<file path="config.mk">
export PLATFORM = sky130hd
export DESIGN_NAME = iei_top
export DESIGN_NICKNAME = d
export VERILOG_FILES = /design/src/rtl/iei_pkg.sv /design/src/rtl/iei_axis.sv /design/src/rtl/iei_top.sv
export SDC_FILE = /design/constraint.sdc
export NUM_CORES = 2
export LEC_CHECK = 0
export BUFFER_PORTS_ARGS = -buffer_cell sky130_fd_sc_hd__buf_2
export CAP_MARGIN = 20
export CORE_MARGIN = 2
export CORE_UTILIZATION = 55
export DETAILED_ROUTE_END_ITERATION = 10
export PLACE_DENSITY = 0.76
export SKIP_LAST_GASP = 1
export SLEW_MARGIN = 25
export SYNTH_ARGS = -nofsm -noshare
export SYNTH_HDL_FRONTEND = slang
export SYNTH_HIERARCHICAL = 1
export SYNTH_SLANG_ARGS = --single-unit
</file>
<file path="constraint.sdc">
create_clock -name REF_CLK -period 16.6 [get_ports REF_CLK]
set_input_delay 3.32 -clock REF_CLK [delete_from_list [all_inputs] [get_ports REF_CLK]]
set_output_delay 3.32 -clock REF_CLK [all_outputs]
set_load 0.01 [all_outputs]
</file>
<file path="src/rtl/iei_pkg.sv">
// iei_pkg: constants for the incremental encoder input block
// assumes a single 250 MHz clock; no software register map
package iei_pkg;
    // ---------------------------------------------------------------
    // clock and timing
    // ---------------------------------------------------------------
    localparam int CLK_MHZ = 250;               // reference clock rate
    localparam int MIN_EDGE_NS = 250;           // least spacing of counting edges
    localparam int REF_SAFE_NS = 100;           // reference mark safety interval
    localparam int MAX_FREQ_KHZ = 500;          // highest quadrature frequency
    // cycles between counting edges (shortest spacing, rounded down)
    localparam int MIN_EDGE_CYC = (MIN_EDGE_NS * CLK_MHZ) / 1000;
    // cycles the reference level must hold before it is believed
    localparam int REF_QUAL_CYC = (REF_SAFE_NS * CLK_MHZ + 999) / 1000;
    // ---------------------------------------------------------------
    // sizes
    // ---------------------------------------------------------------
    localparam int AXES_BASE = 5;               // base fit
    localparam int AXES_MAX = 8;                // optional fit
    localparam int POS_W = 32;                  // position counter width
    localparam int RATE_W = 16;                 // sampling period field width
    localparam int QUAL_W = 8;                  // reference qualifier counter width
    localparam logic [RATE_W-1:0] RATE_RST = 16'h00fa; // default sample period, cycles
    localparam logic [POS_W-1:0] POS_RST = 32'h0000_0000; // counter reset value
    localparam logic [QUAL_W-1:0] QUAL_TGT = QUAL_W'(REF_QUAL_CYC); // qualify length
    localparam logic [1:0] SYNC_RST = 2'h0;     // synchroniser reset
endpackage

</file>
<file path="src/rtl/iei_axis.sv">
// iei_axis: one quadrature channel with reference-mark latch
// assumes inputs already past the line receiver, synchronous to the clock
`timescale 1ns/1ns
module iei_axis
    import iei_pkg::*;
(
    input wire logic clk,
    input wire logic rst,
    input wire logic trk_a,
    input wire logic trk_b,
    input wire logic trk_r,
    input wire logic invert,
    output logic [POS_W-1:0] pos,
    output logic [POS_W-1:0] ref_pos,
    output logic ref_hit
);
    // ---------------------------------------------------------------
    // synchronisers
    // ---------------------------------------------------------------
    logic [1:0] sa_r, sb_r, sr_r;      // two-stage sync chains
    logic qa_r, qb_r;                  // previous synchronised phase
    logic [POS_W-1:0] pos_r, pos_nxt;  // position counter
    logic [POS_W-1:0] refp_r, refp_nxt;// latched position at mark
    logic hit_r, hit_nxt;              // one-cycle mark strobe
    logic [QUAL_W-1:0] q_r, q_nxt;     // reference level qualifier
    logic armed_r, armed_nxt;          // set once a mark is taken, cleared on drop
    logic up, dn;                      // decoded step this cycle
    logic ref_ok;                      // qualified mark condition

    // stage two reads stage one only
    always_ff @(posedge clk or posedge rst)
    begin
        if (rst)
        begin
            sa_r <= SYNC_RST;
            sb_r <= SYNC_RST;
            sr_r <= SYNC_RST;
            qa_r <= 1'b0;
            qb_r <= 1'b0;
        end
        else
        begin
            sa_r <= {sa_r[0], trk_a};
            sb_r <= {sb_r[0], trk_b};
            sr_r <= {sr_r[0], trk_r};
            qa_r <= sa_r[1];
            qb_r <= sb_r[1];
        end
    end

    // ---------------------------------------------------------------
    // decode and count
    // ---------------------------------------------------------------
    // every edge of either track is a step; direction from phase order,
    // evaluated fresh each edge so a reversal needs no dwell
    always_comb
    begin
        up = 1'b0;
        dn = 1'b0;
        if ((sa_r[1] ^ qa_r) || (sb_r[1] ^ qb_r))
        begin
            // forward when new a differs from old b
            if (sa_r[1] ^ qb_r)
                up = 1'b1;
            else
                dn = 1'b1;
        end
        // inversion in logic, never by swapping tracks
        if (invert)
        begin
            {up, dn} = {dn, up};
        end
        pos_nxt = pos_r;
        if (up)
            pos_nxt = pos_r + 1'b1;
        else if (dn)
            pos_nxt = pos_r - 1'b1;
    end

    // ---------------------------------------------------------------
    // reference qualification
    // ---------------------------------------------------------------
    // a mark counts only after the level stands for the safety interval;
    // a glitch shorter than that is discarded
    always_comb
    begin
        q_nxt = sr_r[1] ? ((q_r == QUAL_TGT) ? q_r : q_r + 1'b1) : '0;
        ref_ok = (q_r == QUAL_TGT) && !armed_r;
        armed_nxt = sr_r[1] ? (armed_r | ref_ok) : 1'b0;
        hit_nxt = ref_ok;
        refp_nxt = ref_ok ? pos_r : refp_r;
    end

    always_ff @(posedge clk or posedge rst)
    begin
        if (rst)
        begin
            pos_r <= POS_RST;
            refp_r <= POS_RST;
            hit_r <= 1'b0;
            q_r <= '0;
            armed_r <= 1'b0;
        end
        else
        begin
            pos_r <= pos_nxt;
            refp_r <= refp_nxt;
            hit_r <= hit_nxt;
            q_r <= q_nxt;
            armed_r <= armed_nxt;
        end
    end

    assign pos = pos_r;
    assign ref_pos = refp_r;
    assign ref_hit = hit_r;

    // ---------------------------------------------------------------
    // checks
    // ---------------------------------------------------------------
    step_one_a: assert property (@(posedge clk) disable iff (rst)
        (sa_r[1] != qa_r) |=> (pos_r != $past(pos_r)))
        else $error("edge on track a not counted");
    // track b edges must count as well, or the rate halves at speed
    step_two_a: assert property (@(posedge clk) disable iff (rst)
        (sb_r[1] != qb_r) |=> (pos_r != $past(pos_r)))
        else $error("edge on track b not counted");
    step_size_a: assert property (@(posedge clk) disable iff (rst)
        (pos_r == $past(pos_r)) || (pos_r == $past(pos_r) + 1'b1) || (pos_r == $past(pos_r) - 1'b1))
        else $error("position moved by more than one");
    ref_latch_a: assert property (@(posedge clk) disable iff (rst)
        hit_r |-> (refp_r == $past(pos_r)))
        else $error("mark did not latch position");
    ref_qual_a: assert property (@(posedge clk) disable iff (rst)
        hit_r |-> $past(sr_r[1], 2))
        else $error("mark taken without level");
endmodule

</file>
<file path="src/rtl/iei_top.sv">
// iei_top: incremental encoder inputs for a multi-axis servo card
// assumes synchronous pin inputs after the line receivers, one 250 MHz clock
`timescale 1ns/1ns
module iei_top
    import iei_pkg::*;
#(
    parameter int AXES = iei_pkg::AXES_BASE  // 5 base, up to 8 with option
)
(
    input wire logic REF_CLK,
    input wire logic RST,
    input wire logic [AXES-1:0] ENC_A,          // receiver output, track a
    input wire logic [AXES-1:0] ENC_B,          // receiver output, track b
    input wire logic [AXES-1:0] ENC_R,          // receiver output, reference
    input wire logic [AXES-1:0] ENC_FAULT,      // encoder fault line, unused
    input wire logic [AXES-1:0] DIR_INVERT,     // software count inversion
    input wire logic [iei_pkg::RATE_W-1:0] SAMPLING_RATE_PARAMETER, // period in cycles
    output logic [AXES*iei_pkg::POS_W-1:0] POS_SAMPLE, // sampled positions
    output logic [AXES*iei_pkg::POS_W-1:0] REF_POS,    // position at last mark
    output logic [AXES-1:0] REF_SEEN,           // sticky mark seen per axis
    output logic SAMPLE_TICK                    // one-cycle servo sample strobe
);
    import iei_pkg::*;

    // ---------------------------------------------------------------
    // per-axis channels
    // ---------------------------------------------------------------
    logic [AXES*POS_W-1:0] pos_w;      // live counters
    logic [AXES-1:0] hit_w;            // mark strobes
    logic [AXES-1:0] seen_r, seen_nxt; // sticky marks
    // fault line is not evaluated; the shaper signals faults by
    // floating its outputs, which the line receiver must catch
    logic [AXES-1:0] fault_unused;
    assign fault_unused = ENC_FAULT;

    // one channel per axis; the receivers give single-ended levels
    genvar g;
    generate
        for (g = 0; g < AXES; g++)
        begin : g_axis
            iei_axis u_axis (
                .clk(REF_CLK),
                .rst(RST),
                .trk_a(ENC_A[g]),
                .trk_b(ENC_B[g]),
                .trk_r(ENC_R[g]),
                .invert(DIR_INVERT[g]),
                .pos(pos_w[g*POS_W +: POS_W]),
                .ref_pos(REF_POS[g*POS_W +: POS_W]),
                .ref_hit(hit_w[g])
            );
        end
    endgenerate

    // ---------------------------------------------------------------
    // sampling period divider
    // ---------------------------------------------------------------
    logic [RATE_W-1:0] div_r, div_nxt;        // cycles until next sample
    logic tick_r, tick_nxt;                   // sample strobe
    logic [AXES*POS_W-1:0] samp_r, samp_nxt;  // held positions

    // a zero period is read as one so the loop never stalls
    always_comb
    begin
        tick_nxt = 1'b0;
        div_nxt = div_r - 1'b1;
        if (div_r == '0 || div_r == RATE_W'(1))
        begin
            tick_nxt = 1'b1;
            div_nxt = (SAMPLING_RATE_PARAMETER == '0) ? RATE_W'(1) : SAMPLING_RATE_PARAMETER;
        end
        samp_nxt = tick_nxt ? pos_w : samp_r;
        seen_nxt = seen_r | hit_w;
    end

    always_ff @(posedge REF_CLK or posedge RST)
    begin
        if (RST)
        begin
            div_r <= RATE_RST;
            tick_r <= 1'b0;
            samp_r <= '0;
            seen_r <= '0;
        end
        else
        begin
            div_r <= div_nxt;
            tick_r <= tick_nxt;
            samp_r <= samp_nxt;
            seen_r <= seen_nxt;
        end
    end

    assign POS_SAMPLE = samp_r;
    assign SAMPLE_TICK = tick_r;
    assign REF_SEEN = seen_r;

    // ---------------------------------------------------------------
    // checks
    // ---------------------------------------------------------------
    // the 250 ns edge spacing leaves 62 cycles, far above the sync delay
    sample_hold_a: assert property (@(posedge REF_CLK) disable iff (RST)
        !tick_r |-> (samp_r == $past(samp_r)))
        else $error("sample changed without tick");
    sample_take_a: assert property (@(posedge REF_CLK) disable iff (RST)
        tick_r |-> (samp_r == $past(pos_w)))
        else $error("sample missed live position");
    seen_stick_a: assert property (@(posedge REF_CLK) disable iff (RST)
        $past(seen_r) != '0 |-> ((seen_r & $past(seen_r)) == $past(seen_r)))
        else $error("mark flag lost");
    // each strobe reloads the divider from the period seen one cycle before
    tick_reload_a: assert property (@(posedge REF_CLK) disable iff (RST)
        tick_r |-> (div_r == (($past(SAMPLING_RATE_PARAMETER) == '0) ? RATE_W'(1)
                                                                       : $past(SAMPLING_RATE_PARAMETER))))
        else $error("sample period not reloaded");
endmodule

</file>
==> results.txt <==
outcome - finished clean
Hold Path Class - reg -> reg
CP Max Fanout - 19
crit path kind - in -> reg
prevailing post-synth register cell - dfrtp_1
GP Congestion - 0.910
Slew @ Worst Pin - 0.996 ns
initial antenna violation count - 14
RSZ-0062 raised after global routing - no
CP startpoint kind - primary input
first-pass GRT wire length - 125,000 um
max cap viols - 0
Seq. cell area - 0.0148 mm2
cell at the slowest stage of the critical path - a21oi_2
relative slew slack - 33.5%
wire length per cell - 20.7 um
maximum buffer depth of the clock tree - 3
Area growth syn-to-layout - 13.5%
core area - 0.0539 mm2
post-layout min period - 6.61 ns
Root Buffer - clkbuf_16
post-route DRC violation count - 0
GRT Util Overall - 27.1%
clk slew on worst S/H paths - 0.06 ns
I/O pins - 369
vias per inst - 6.25
post-CTS sizing - 0
Yosys reg bits - 592
placed wire-length estimate - 51,900 um
Synth cell types - 80
Pre-Repair DR Iteration Count - 8
Post-synth EDFFs - 0
CTS buffer count - 61
most frequent cells in the layout - 586 x dfrtp_1, 363 x buf_2, 201 x mux2_2
Remaining Overflow, GRT - 0
maximum vdd ir drop - 0.125 mV
H-Tree Level Count - 2
die area - 0.0564 mm2
drt initial violations - 2,546
number of core rows - 85
mean post-synth cell area - 11.0 um2
Mapped Area - 0.0300 mm2
Tcrit/Tclk final - 39.8%
vias in the first global route - 23,326
WL final - 77,200 um
antenna-violating nets left - 0
PwrDens - 130 mW/mm2
WP data required - 17.15 ns
final setup fails - 0
Synth warnings - 6
Worst-Skew Late Latency - 0.64 ns
most used cell, CP - xnor2_1
layout cell share with drive strength beyond 1 - 25.6%
fillers - 4,143
commonest non-fill, non-tap cell in the layout - dfrtp_1
Die Span Y - 238 um
DIE WIDTH - 238 um
Final Power - 4.44 mW
footprint of the multi-input gates - 0.0140 mm2
sequential area share after synthesis - 49.4%
total number of vias - 23,268
CTS Sinks - 592
hold_buf cts - 0
setup TNS - 0 ns
Cells after Synth - 2,727
FFs w/ async S/R, synth - 100%
Crit. End Element - flop
Initial Util - 55.6%
# port buffers - 363
FMAX - 151 MHz
CTS tree - done
critical path's largest stage delay - 0.80 ns
Fin Clk Skew - 0.0168 ns
Final #Nets - 3,030
Critical Path, Cell by Cell - buf_2 > xnor3_1 > a21oi_2 > xnor2_1 > ha_1 > nand4_1 > nor4_1 > nor2_1 > a211oi_1 > mux2i_1 > xnor2_1
P_leak - 16.2 nW
fin. max-slew vios - 0
Final Hold Fails - 0
Final Util - 63.2%
Post-CTS Setup Bufs - 0
Net Count, Synth - 2,788
critical path arrival - 7.16 ns
largest net degree at the start of global routing - 110
-- cell families after synthesis --
| logic type | Yosys count | share of synthesized area [%] |
|---|---|---|
| simple gates | 886 | 16.2 |
| flops | 592 | 49.4 |
| mux | 389 | 14.4 |
| xor+xnor | 204 | 6.44 |
| buf+inv | 259 | 3.90 |
| compound gates | 379 | 8.94 |
| fa+ha+maj | 18 | 0.751 |
-- worst max-delay path: cells and delay by family --
| family | cells | cell delay, ns |
|---|---|---|
| mux | 1 | 0.32 |
| fa+ha+maj | 1 | 0.30 |
| xor+xnor | 3 | 0.83 |
| compound gates | 2 | 1.49 |
| simple gates | 3 | 0.77 |
| buf+inv | 1 | 0.12 |
-- flip-flops by register name (all words and copies together), names as in the netlist --
signal / count
g_axis.u_axis/qb_r: 5
g_axis.u_axis/qa_r: 5
POS_SAMPLE: 160
div_r: 16
g_axis.u_axis/sr_r: 10
REF_SEEN: 5
g_axis.u_axis/sb_r: 10
SAMPLE_TICK: 1
g_axis.u_axis/armed_r: 5
g_axis.u_axis/sa_r: 10
g_axis.u_axis/pos: 160
g_axis.u_axis/ref_hit: 5
g_axis.u_axis/q_r: 40
g_axis.u_axis/ref_pos: 160
-- metrics by stage --
stage	hold WS (ns)	worst slack, ns	instance area (um2)	instances
final	0.344	9.99	34100	3722
after global routing	0.352	9.72	34000	3718
after CTS	0.347	10.17	34000	3717
after global placement	0.334	9.59	31900	3602
after detailed placement	0.335	9.53	31900	3602
after floorplan	0.331	8.35	30000	2727
-- cell type report --
class / count / area share [%]
inverters: 51 / 0.602
flip-flops and latches: 592 / 43.5
multi-input cells: 1876 / 41.2
clock buffers: 86 / 5.17
repair buffers: 387 / 5.94
well taps: 696 / 2.56
diodes: 5 / 0.0367
clock inverters: 29 / 0.959
-- synthesized netlist by cell type, drive strengths merged, types with 13 or more instances --
master	number	area, um2
xor2	64	561
nor2	146	548
or3	59	399
nor3	106	536
and2	30	188
nor4	81	537
buf	64	433
xnor2	130	1140
dfrtp	586	14700
o211ai	31	233
and4	13	114
clkbuf	144	546
nand4	62	388
nand2	139	522
or4	51	392
nand3	111	556
a211oi	21	213
a21boi	21	158
ha	18	225
mux2i	51	510
mux2	338	3810
a21oi	85	455
o21ai	109	628
inv	51	191
and3	26	166
-- routing by layer --
metal | global-route usage (%) | routed length [um] | part of all wire (%)
met5 | 0 | 98 | 0.13
met4 | 8.73 | 2110 | 2.7
met3 | 4.87 | 5530 | 7.2
met2 | 44.8 | 37100 | 48
met1 | 36.4 | 32300 | 42
-- worst paths after layout --
| check | startpoint | to | slack (ns) | depth (start not counted) |
|---|---|---|---|---|
| setup / recovery | DIR_INVERT[4] | g_axis[4].u_axis/pos[30] | 9.99 | 11 |
| hold / removal | g_axis[0].u_axis/sb_r[0] | g_axis[0].u_axis/sb_r[1] | 0.34 | 0 |
| setup reg to reg | g_axis[4].u_axis/qb_r | g_axis[4].u_axis/pos[30] | 12.15 | 10 |
| hold reg to reg | g_axis[0].u_axis/sb_r[0] | g_axis[0].u_axis/sb_r[1] | 0.34 | 0 |
| max in group asynchronous | RST | div_r[2] | 12.36 | 3 |
| min in group asynchronous | RST | POS_SAMPLE[23] | 3.05 | 2 |
-- report_power, final --
group	leakage [nW]	internal, mW	switching, mW
Clock	1.03	0.821	0.586
Sequential	7.83	1.62	0.559
Combinational	7.38	0.360	0.492
Power figures use the tool's default switching activity.
